File: src/inc/plhf_cfg.svh
// register offsets, field positions, reset values and timing for the loop c control block
`ifndef PLHF_CFG_SVH
`define PLHF_CFG_SVH

// ==========================================
// register offsets
`define PLHF_OFS_STEP_MASK   16'h0622
`define PLHF_OFS_STEP_WORD   16'h0623
`define PLHF_STEP_BYTES      7
`define PLHF_OFS_INPUT_SEL   16'h062a
`define PLHF_OFS_FASTLOCK    16'h062b
`define PLHF_OFS_HOLDOVER    16'h062c
`define PLHF_OFS_HIST_LEN    16'h062e
`define PLHF_OFS_HIST_DLY    16'h062f

// ==========================================
// field positions
`define PLHF_FL_AUTO_BIT     0
`define PLHF_FL_FORCE_BIT    1
`define PLHF_HO_EN_BIT       0
`define PLHF_HO_BYP_BIT      3
`define PLHF_HO_EXIT_BIT     4
`define PLHF_HO_RATE_LSB     5
`define PLHF_SEL_MAX_CODE    3'h3

// ==========================================
// reset values
`define PLHF_RST_INPUT_SEL   3'h0
`define PLHF_RST_AUTO        1'b0
`define PLHF_RST_FORCE       1'b0
`define PLHF_RST_HO_EN       1'b1
`define PLHF_RST_BYP         1'b0
`define PLHF_RST_EXIT        1'b0
`define PLHF_RST_RATE        3'h0
`define PLHF_RST_HIST        5'h00
`define PLHF_RST_MASK        1'b0

// ==========================================
// base ramp rates in units of 0.01 ppm/s
`define PLHF_RATE_0          12'h094
`define PLHF_RATE_1          12'h0de
`define PLHF_RATE_2          12'h0fd
`define PLHF_RATE_3          12'h076
`define PLHF_RATE_4          12'h04a
`define PLHF_RATE_5          12'h1fa
`define PLHF_RATE_6          12'h3f4
`define PLHF_RATE_7          12'hfd0

// ==========================================
// timing: delay unit 2/3 x 100 ns, window unit 8/3 x 100 ns
`define PLHF_CLK_PS          25000
`define PLHF_UNIT_PS         100000
`define PLHF_WIN_NUM         8
`define PLHF_DLY_NUM         2
`define PLHF_UNIT_DEN        3
`define PLHF_DLY_PHASE_TOP   (`PLHF_DLY_NUM * `PLHF_UNIT_PS)
`define PLHF_DLY_PHASE_STEP  (`PLHF_UNIT_DEN * `PLHF_CLK_PS)
`define PLHF_WIN_PER_DLY     (`PLHF_WIN_NUM / `PLHF_DLY_NUM)

`endif

File: src/inc/plhf_pkg.sv
// types shared by the loop c control block
package plhf_pkg;

    // ==========================================
    // bandwidth state, gray along normal -> fast -> holdover
    typedef enum logic [1:0] {
        PLHF_NORMAL = 2'h0,
        PLHF_FAST   = 2'h1,
        PLHF_HOLD   = 2'h3
    } plhf_state_e;

    // ==========================================
    // loop steering bundle
    typedef struct packed {
        logic       fast_bw;
        logic       holdover;
        logic       input_valid;
        logic [1:0] input_sel;
    } plhf_loop_s;

    // ==========================================
    // pins that cross into the clock domain
    typedef struct packed {
        logic       hold_req;
        logic       inc_req;
        logic       dec_req;
        logic       loss_of_lock_flag;
        logic       regctrl;
        logic [1:0] sel_pins;
    } plhf_pins_s;

endpackage

File: src/design/plhf_ctrl.sv
// loop c control: input choice, fastlock, holdover history, ramp rate and dco stepping
//
// Behaviour
// 3-bit choice picks inputs 0-3, default 0
// flag low: pins select input, register ignored
// fastlock bit 0 enables auto fastlock, default off
// fastlock bit 1 forces fastlock, default off
// fastlock active selects wide fastlock bandwidth
// auto fastlock reverts once loss of lock clears
// holdover bit 0 enables holdover, default on
// software writes ramp bypass 1 for operation
// holdover bit 4 picks exit bandwidth, default fastlock
// 3-bit base ramp rate code table
// ramp rate is base times step factor
// window is (2^L - 1) x 8/3 x 100 ns
// holdover output uses averaged input frequency
// newest 2^D x 2/3 x 100 ns excluded
// step mask blocks increment and decrement requests
// 56-bit step word, seven bytes, lsb first
// reserved input codes make no valid selection
`timescale 1ns/1ps
`include "plhf_cfg.svh"

module plhf_ctrl #(
    parameter int FW = 32,
    parameter int SFW = 8
) (
    // clock and reset
    input  wire logic                  sys_clk,
    input  wire logic                  reset_n,
    // byte register port
    input  wire logic [15:0]           reg_addr,
    input  wire logic [7:0]            reg_wdata,
    input  wire logic                  reg_wr,
    input  wire logic                  reg_rd,
    output logic      [7:0]            reg_rdata,
    // device pins and loop status
    input  wire plhf_pkg::plhf_pins_s  pins,
    input  wire logic [SFW-1:0]        ramp_step_factor,
    input  wire logic [FW-1:0]         input_freq,
    // loop steering
    output plhf_pkg::plhf_loop_s       loop_ctrl,
    output logic      [11+SFW:0]       ramp_rate,
    output logic                       ramp_bypass,
    output logic      [55:0]           dco_offset,
    output logic      [FW-1:0]         output_freq,
    output logic                       history_valid
);

    localparam int NP = $bits(plhf_pkg::plhf_pins_s);
    localparam int AW = FW + 32;

    // ==========================================
    // pin synchronisers: a change counts once stages two and three agree
    logic [NP-1:0] s1_q, s2_q, s3_q, filt_q;
    logic [NP-1:0] s1_d, s2_d, s3_d, filt_d;
    plhf_pkg::plhf_pins_s pf, pf_prev_q;

    for (genvar i = 0; i < NP; i++) begin : g_sync
        always_comb begin
            s1_d[i] = pins[i];
            s2_d[i] = s1_q[i];
            s3_d[i] = s2_q[i];
            filt_d[i] = (s2_q[i] == s3_q[i]) ? s3_q[i] : filt_q[i];
        end
    end

    always_ff @(posedge sys_clk) begin
        if (!reset_n) begin
            s1_q <= '0;
            s2_q <= '0;
            s3_q <= '0;
            filt_q <= '0;
            pf_prev_q <= '0;
        end else begin
            s1_q <= s1_d;
            s2_q <= s2_d;
            s3_q <= s3_d;
            filt_q <= filt_d;
            pf_prev_q <= pf;
        end
    end

    assign pf = plhf_pkg::plhf_pins_s'(filt_q);

    // ==========================================
    // configuration registers
    logic [7:0]  step_byte_q [`PLHF_STEP_BYTES];
    logic [7:0]  step_byte_d [`PLHF_STEP_BYTES];
    logic [2:0]  sel_q, sel_d;
    logic        auto_q, auto_d, force_q, force_d;
    logic        ho_en_q, ho_en_d, byp_q, byp_d, exit_q, exit_d;
    logic [2:0]  rate_q, rate_d;
    logic [4:0]  len_q, len_d, dly_q, dly_d;
    logic        mask_q, mask_d;
    logic [7:0]  rdata_q, rdata_d;
    logic [55:0] step_word;

    for (genvar b = 0; b < `PLHF_STEP_BYTES; b++) begin : g_step
        always_comb begin
            step_byte_d[b] = step_byte_q[b];
            if (reg_wr && reg_addr == `PLHF_OFS_STEP_WORD + 16'(b))
                step_byte_d[b] = reg_wdata;
        end
        assign step_word[8*b +: 8] = step_byte_q[b];
    end

    always_comb begin
        sel_d = sel_q;
        auto_d = auto_q;
        force_d = force_q;
        ho_en_d = ho_en_q;
        byp_d = byp_q;
        exit_d = exit_q;
        rate_d = rate_q;
        len_d = len_q;
        dly_d = dly_q;
        mask_d = mask_q;
        if (reg_wr) begin
            case (reg_addr)
                `PLHF_OFS_INPUT_SEL: sel_d = reg_wdata[2:0];
                `PLHF_OFS_FASTLOCK: begin
                    auto_d = reg_wdata[`PLHF_FL_AUTO_BIT];
                    force_d = reg_wdata[`PLHF_FL_FORCE_BIT];
                end
                `PLHF_OFS_HOLDOVER: begin
                    ho_en_d = reg_wdata[`PLHF_HO_EN_BIT];
                    byp_d = reg_wdata[`PLHF_HO_BYP_BIT];
                    exit_d = reg_wdata[`PLHF_HO_EXIT_BIT];
                    rate_d = reg_wdata[`PLHF_HO_RATE_LSB +: 3];
                end
                `PLHF_OFS_HIST_LEN: len_d = reg_wdata[4:0];
                `PLHF_OFS_HIST_DLY: dly_d = reg_wdata[4:0];
                `PLHF_OFS_STEP_MASK: mask_d = reg_wdata[0];
                default: ;
            endcase
        end
        // reads answer one cycle later; unmapped and reserved bits read zero
        rdata_d = 8'h00;
        if (reg_rd) begin
            case (reg_addr)
                `PLHF_OFS_INPUT_SEL: rdata_d = {5'h00, sel_q};
                `PLHF_OFS_FASTLOCK: rdata_d = {6'h00, force_q, auto_q};
                `PLHF_OFS_HOLDOVER: rdata_d = {rate_q, exit_q, byp_q, 2'h0, ho_en_q};
                `PLHF_OFS_HIST_LEN: rdata_d = {3'h0, len_q};
                `PLHF_OFS_HIST_DLY: rdata_d = {3'h0, dly_q};
                `PLHF_OFS_STEP_MASK: rdata_d = {7'h00, mask_q};
                default: begin
                    if (reg_addr >= `PLHF_OFS_STEP_WORD &&
                        reg_addr < `PLHF_OFS_STEP_WORD + 16'(`PLHF_STEP_BYTES))
                        rdata_d = step_byte_q[3'(reg_addr - `PLHF_OFS_STEP_WORD)];
                end
            endcase
        end
    end

    always_ff @(posedge sys_clk) begin
        if (!reset_n) begin
            for (int b = 0; b < `PLHF_STEP_BYTES; b++) begin
                step_byte_q[b] <= 8'h00;
            end
            sel_q <= `PLHF_RST_INPUT_SEL;
            auto_q <= `PLHF_RST_AUTO;
            force_q <= `PLHF_RST_FORCE;
            ho_en_q <= `PLHF_RST_HO_EN;
            byp_q <= `PLHF_RST_BYP;
            exit_q <= `PLHF_RST_EXIT;
            rate_q <= `PLHF_RST_RATE;
            len_q <= `PLHF_RST_HIST;
            dly_q <= `PLHF_RST_HIST;
            mask_q <= `PLHF_RST_MASK;
            rdata_q <= 8'h00;
        end else begin
            step_byte_q <= step_byte_d;
            sel_q <= sel_d;
            auto_q <= auto_d;
            force_q <= force_d;
            ho_en_q <= ho_en_d;
            byp_q <= byp_d;
            exit_q <= exit_d;
            rate_q <= rate_d;
            len_q <= len_d;
            dly_q <= dly_d;
            mask_q <= mask_d;
            rdata_q <= rdata_d;
        end
    end

    // ==========================================
    // bandwidth state and input choice
    plhf_pkg::plhf_state_e st_q, st_d;
    plhf_pkg::plhf_loop_s  loop_q, loop_d;

    always_comb begin
        st_d = st_q;
        case (st_q)
            plhf_pkg::PLHF_NORMAL: begin
                if (ho_en_q && pf.hold_req)
                    st_d = plhf_pkg::PLHF_HOLD;
                else if (auto_q && pf.loss_of_lock_flag)
                    st_d = plhf_pkg::PLHF_FAST;
            end
            plhf_pkg::PLHF_FAST: begin
                if (ho_en_q && pf.hold_req)
                    st_d = plhf_pkg::PLHF_HOLD;
                else if (!pf.loss_of_lock_flag)
                    st_d = plhf_pkg::PLHF_NORMAL;
            end
            plhf_pkg::PLHF_HOLD: begin
                // leaving holdover settles on the chosen bandwidth
                if (!ho_en_q || !pf.hold_req)
                    st_d = exit_q ? plhf_pkg::PLHF_NORMAL : plhf_pkg::PLHF_FAST;
            end
            default: st_d = plhf_pkg::PLHF_NORMAL;
        endcase
        loop_d.holdover = (st_d == plhf_pkg::PLHF_HOLD);
        loop_d.fast_bw = force_q || (st_d == plhf_pkg::PLHF_FAST);
        if (pf.regctrl) begin
            // codes above three carry no input at all
            loop_d.input_valid = (sel_q <= `PLHF_SEL_MAX_CODE);
            loop_d.input_sel = loop_d.input_valid ? sel_q[1:0] : loop_q.input_sel;
        end else begin
            loop_d.input_valid = 1'b1;
            loop_d.input_sel = pf.sel_pins;
        end
    end

    always_ff @(posedge sys_clk) begin
        if (!reset_n) begin
            st_q <= plhf_pkg::PLHF_NORMAL;
            loop_q <= '0;
        end else begin
            st_q <= st_d;
            loop_q <= loop_d;
        end
    end

    // ==========================================
    // ramp rate and dco stepping
    logic [11:0]       base_rate;
    logic [11+SFW:0]   ramp_q, ramp_d;
    logic [55:0]       ofs_q, ofs_d;

    always_comb begin
        case (rate_q)
            3'h0: base_rate = `PLHF_RATE_0;
            3'h1: base_rate = `PLHF_RATE_1;
            3'h2: base_rate = `PLHF_RATE_2;
            3'h3: base_rate = `PLHF_RATE_3;
            3'h4: base_rate = `PLHF_RATE_4;
            3'h5: base_rate = `PLHF_RATE_5;
            3'h6: base_rate = `PLHF_RATE_6;
            default: base_rate = `PLHF_RATE_7;
        endcase
        ramp_d = base_rate * ramp_step_factor;
        ofs_d = ofs_q;
        // only the rising edge of each request moves the offset
        if (!mask_q && pf.inc_req && !pf_prev_q.inc_req)
            ofs_d = ofs_d + step_word;
        if (!mask_q && pf.dec_req && !pf_prev_q.dec_req)
            ofs_d = ofs_d - step_word;
    end

    always_ff @(posedge sys_clk) begin
        if (!reset_n) begin
            ramp_q <= '0;
            ofs_q <= 56'h0000_0000_0000_00;
        end else begin
            ramp_q <= ramp_d;
            ofs_q <= ofs_d;
        end
    end

    // ==========================================
    // holdover history: average over the window, then hold back by the delay
    logic [17:0]   ph_q, ph_d;
    logic          dtick;
    logic [1:0]    wsub_q, wsub_d;
    logic [31:0]   wcnt_q, wcnt_d, win_len, dly_len;
    logic [AW-1:0] acc_q, acc_d, acc_sum;
    logic [FW-1:0] pend_q, pend_d, hfreq_q, hfreq_d, ofreq_q, ofreq_d;
    logic [32:0]   dcnt_q, dcnt_d;
    logic          pend_v_q, pend_v_d, hv_q, hv_d;

    always_comb begin
        // fractional phase gives one delay tick per 2/3 x 100 ns on average
        ph_d = ph_q + 18'(`PLHF_DLY_PHASE_STEP);
        dtick = (ph_d >= 18'(`PLHF_DLY_PHASE_TOP));
        if (dtick)
            ph_d = ph_d - 18'(`PLHF_DLY_PHASE_TOP);
        win_len = (32'h0000_0001 << len_q) - 32'h0000_0001;
        dly_len = 32'h0000_0001 << dly_q;
        wsub_d = wsub_q;
        wcnt_d = wcnt_q;
        acc_d = acc_q;
        acc_sum = acc_q + AW'(input_freq);
        pend_d = pend_q;
        pend_v_d = pend_v_q;
        dcnt_d = dcnt_q;
        hfreq_d = hfreq_q;
        hv_d = hv_q;
        if (dtick) begin
            wsub_d = wsub_q + 2'h1;
            if (wsub_q == 2'(`PLHF_WIN_PER_DLY - 1)) begin
                // one window unit done: take a sample
                if (wcnt_q + 32'h0000_0001 >= win_len) begin
                    acc_d = '0;
                    wcnt_d = 32'h0000_0000;
                    if (!pend_v_q) begin
                        // newest sample counts twice so a steady input averages to itself
                        pend_d = (len_q == 5'h00) ? input_freq :
                            FW'((acc_sum + AW'(input_freq)) >> len_q);
                        pend_v_d = 1'b1;
                        dcnt_d = 33'(dly_len);
                    end
                end else begin
                    acc_d = acc_sum;
                    wcnt_d = wcnt_q + 32'h0000_0001;
                end
            end
            if (pend_v_q) begin
                if (dcnt_q <= 33'h0_0000_0001) begin
                    hfreq_d = pend_q;
                    hv_d = 1'b1;
                    pend_v_d = 1'b0;
                end else begin
                    dcnt_d = dcnt_q - 33'h0_0000_0001;
                end
            end
        end
        // history is frozen while holding so the held value stays put
        if (loop_q.holdover) begin
            wsub_d = wsub_q;
            wcnt_d = wcnt_q;
            acc_d = acc_q;
            pend_d = pend_q;
            pend_v_d = pend_v_q;
            dcnt_d = dcnt_q;
            hfreq_d = hfreq_q;
        end
        ofreq_d = (loop_q.holdover && hv_q) ? hfreq_q : input_freq;
    end

    always_ff @(posedge sys_clk) begin
        if (!reset_n) begin
            ph_q <= '0;
            wsub_q <= 2'h0;
            wcnt_q <= 32'h0000_0000;
            acc_q <= '0;
            pend_q <= '0;
            pend_v_q <= 1'b0;
            dcnt_q <= '0;
            hfreq_q <= '0;
            hv_q <= 1'b0;
            ofreq_q <= '0;
        end else begin
            ph_q <= ph_d;
            wsub_q <= wsub_d;
            wcnt_q <= wcnt_d;
            acc_q <= acc_d;
            pend_q <= pend_d;
            pend_v_q <= pend_v_d;
            dcnt_q <= dcnt_d;
            hfreq_q <= hfreq_d;
            hv_q <= hv_d;
            ofreq_q <= ofreq_d;
        end
    end

    // ==========================================
    // outputs, all from flip-flops
    assign reg_rdata = rdata_q;
    assign loop_ctrl = loop_q;
    assign ramp_rate = ramp_q;
    assign ramp_bypass = byp_q;
    assign dco_offset = ofs_q;
    assign output_freq = ofreq_q;
    assign history_valid = hv_q;

endmodule

File: config.mk
export PLATFORM = sky130hd
export DESIGN_NAME = plhf_ctrl
export DESIGN_NICKNAME = d
export VERILOG_FILES = /design/src/inc/plhf_pkg.sv /design/src/design/plhf_ctrl.sv
export VERILOG_INCLUDE_DIRS = /design/src /design/src/inc
export SDC_FILE = /design/constraint.sdc
export NUM_CORES = 2
export LEC_CHECK = 0
export ABC_AREA = 1
export BUFFER_PORTS_ARGS = -buffer_cell sky130_fd_sc_hd__buf_2
export CAP_MARGIN = 5
export CORE_ASPECT_RATIO = 1.25
export CORE_MARGIN = 2
export CORE_UTILIZATION = 64
export CTS_CLUSTER_SIZE = 24
export DETAILED_ROUTE_END_ITERATION = 8
export PLACE_DENSITY = 0.91
export SYNTH_ARGS = -nofsm -noshare
export SYNTH_HDL_FRONTEND = slang
export SYNTH_SLANG_ARGS = --single-unit
File: constraint.sdc
create_clock -name sys_clk -period 6.3 [get_ports sys_clk]
set_input_delay 0.63 -clock sys_clk [delete_from_list [all_inputs] [get_ports sys_clk]]
set_output_delay 0.63 -clock sys_clk [all_outputs]
set_load 0.03 [all_outputs]
==> flow_summary_export.csv <==
group,metric,value,unit
power,ir_drop,0.234,mV
cells_and_area,instances_no_fill,7418,
route,wl_per_cell,20.1,microns
grt,gr-usage-all-layers,0.445,
route,viasPerCell,6.16,
cts,path_clk_slew,0.06,ns
route,ant_nets,0,
logic_synthesis,synth.most_common_cell,"nand2_1",
cells_and_area,nFillCells,5553,
critical_path,critPathMaxStageDelay,0.56,ns
critical_path,critPathLaunchType,"flop",
critical_path,regToRegStartpoint,"rate_q[0]",
timing,fmax,0.169,GHz
cts,clock_path_buffers,3,
cts,hold_buffers,0,
critical_path,cp-startpoint,"rate_q[0]",
placed_design,postPlaceCellArea,41800,sq um
critical_path,cp.required,6.87,ns
power,p_leak,21.5,nW
timing,slew_viol_final,0,
timing,timing.final.crit_share,0.937,
cells_and_area,fin_util,0.702,
placed_design,dp.cells,7320,
hold_path,hp-class,"input pin to flop",
die,die_area,64700,sq um
timing,min_period,5.90,ns
logic_synthesis,yosys-top-cells-area,"dfxtp_1 (22%), nand2_1 (13%), inv_1 (8.2%)",
die,die_x,228,microns
grt,grt_max_degree,109,
cts,clock_sinks,442,
route,drc,0,
logic_synthesis,synthArstFlopShare,0,
cells_and_area,syn_to_final_growth,8.47,%
critical_path,cp_max_fo,6,
critical_path,worstPathArrival,6.47,ns
power,seqPwrFrac,0.371,
cts,clock_latency,0.64,ns
logic_synthesis,avgSynthCellArea,6.23,sq um
flow_run,maxCapViolCount,0,
cells_and_area,drive_above_1_share,0.0857,
power,pwr-share-clk,0.388,
timing,setup_ws,0.395,ns
grt,antenna_found_initial,16,
logic_synthesis,synth_top_area_cell,"dfxtp_1",
route,wirelength,149,mm
power,total_power,7.90,mW
grt,grt_pass1_wl,231,mm
logic_synthesis,synth_common_cells,"nand2_1 (1,366), inv_1 (875), nor2_1 (728)",
logic_synthesis,synth.top_cell.area_share,0.220,
logic_synthesis,ys.flop_type,"dfxtp_1",
die,die_y,284,microns
cts,cts_root_buf,"clkbuf_16",
timing,setup_viol,0,
power,internal_power,5.16,mW
grt,grt_pass1_vias,44000,
timing,worst_pin_slew,1.17,ns
timing,fin_setup_tns,0,ns
power,power_density,182,nW/um^2
critical_path,r2r_end,"ramp_rate[18]",
timing,finalClockSkew,0.0276,ns
cts,cts_tree,"built",
placed_design,gp_congestion,1.06,
route,vias,45700,
logic_synthesis,syn_inst,6445,
cts,h-tree-depth,2,
timing,whs,0.192,ns
placed_design,hpwl,116,mm
logic_synthesis,yosysUniqueCellTypes,74,
critical_path,cp_slowest_cell,"fa_1",
timing,hold_viol_final,0,
logic_synthesis,yosysSeqAreaShare,0.220,
route,drt_iter0_markers,5316,
critical_path,r2r_cells,31,
critical_path,end_kind,"flop",
logic_synthesis,synth_edf_count,0,
power,p_sw_frac,0.347,
logic_synthesis,ys_ff_latch,442,
die,rows,102,
placed_design,portBuffers,197,
cts,cts_made_buffers,49,
critical_path,r2r_slack,0.40,ns
logic_synthesis,ys_warn_count,0,
power,power_switching,2.74,mW
critical_path,endpoint,"ramp_rate[18]",
route,drtPass1Iterations,9,
power,p_comb_frac,0.241,
die,start_util,0.647,
die,ios,198,
logic_synthesis,synth_area,40100,sq um
die,core_area,62000,sq um
critical_path,crit_top_cell,"inv_1",
grt,grt-ovfl-total,0,
timing,slew_headroom,0.215,
status,status,"finished, final reports clean",
cells_and_area,final_cell_area,43500,sq um
critical_path,worstSetupPathType,"flop to flop",
placed_design,dp_slack,0.281,ns
cells_and_area,final_nets,6947,
logic_synthesis,synth_nets,6845,
-- flip-flops by register name (all words and copies together), names as in the netlist, 3 cells and up --
| name | cells |
|---|---|
| acc_q | 63 |
| dco_offset | 56 |
| step_byte_q | 56 |
| dcnt_q | 33 |
| hfreq_q | 32 |
| output_freq | 32 |
| pend_q | 32 |
| wcnt_q | 32 |
| ramp_rate | 20 |
| ph_q | 15 |
| reg_rdata | 8 |
| filt_q | 7 |
| s1_q | 7 |
| s2_q | 7 |
| s3_q | 7 |
| dly_q | 5 |
| len_q | 5 |
| loop_ctrl | 5 |
| rate_q | 3 |
| sel_q | 3 |
-- layer usage --
layer	vias up	share of wire	track usage
li1	21500	-	-
met1	20800	0.36	0.487
met2	2606	0.46	0.746
met3	787	0.092	0.0981
met4	22	0.093	0.354
met5	-	0.00096	0
-- placed cells by master, fill, tap and decap left out, drive strengths merged, types with 74 or more instances in the layout --
cell type,instances
a31oi,82
ha,262
inv,908
xor2,129
a21oi,546
o21ai,492
nand2,1406
nor2,767
nand3,517
nor3,79
buf,266
nand4,74
dfxtp,442
-- power groups by stage --
stage / clock network (mW) / logic (mW) / registers, mW
after floorplan: 0 / 1.28 / 3.04
after global placement: 0 / 1.78 / 2.99
after detailed placement: 0 / 1.82 / 2.99
after CTS: 3.05 / 1.84 / 2.93
after global routing: 3.17 / 2.09 / 2.94
final: 3.07 / 1.90 / 2.93
-- worst max-delay path, delay by kind of cell, from the launching register on --
family | cells | cell delay [ns]
simple gates | 9 | 0.94
fa+ha+maj | 5 | 2.44
flops | 1 | 0.37
buf+inv | 9 | 0.85
compound gates | 8 | 1.24
-- what timing repair did --
action / CTS / global route
setup buffers: 0 / 8
setup endpoints to repair: 0 / 49
resized for setup: 0 / 15
-- worst min-delay path by stage --
stage | start | end | slack [ns] | depth (start not counted)
CTS | pins[5] | s1_q[5] | 0.19 | 3
finish | pins[5] | s1_q[5] | 0.19 | 3
global route | pins[5] | s1_q[5] | 0.22 | 3
floorplan | s1_q[0] | s2_q[0] | 0.39 | 2
detailed placement | s1_q[4] | s2_q[4] | 0.40 | 2
global placement | s1_q[0] | s2_q[0] | 0.39 | 2
-- cell type report --
| type | count | area, sq um | area share |
|---|---|---|---|
| Multi-Input combinational cell | 4874 | 27000 | 0.620 |
| Sequential cell | 442 | 8860 | 0.203 |
| Inverter | 914 | 3450 | 0.0792 |
| Timing Repair Buffer | 266 | 1540 | 0.0353 |
| Clock buffer | 63 | 1350 | 0.0310 |
| Tap cell | 832 | 1040 | 0.0239 |
| Clock inverter | 24 | 303 | 0.00696 |
| Antenna cell | 3 | 7.51 | 0.000172 |
-- cell families after synthesis --
logic type	after synthesis	share of synthesized area
and+or+nand+nor	2964	0.319
AOI/OAI and AO/OA	1385	0.194
buffers and inverters	1129	0.108
DFF	442	0.220
adders and majority gates	325	0.113
xor gates and xnor gates	192	0.0426
muxes	7	0.00175
other	1	0.0000934
Power figures use the tool's default switching activity.
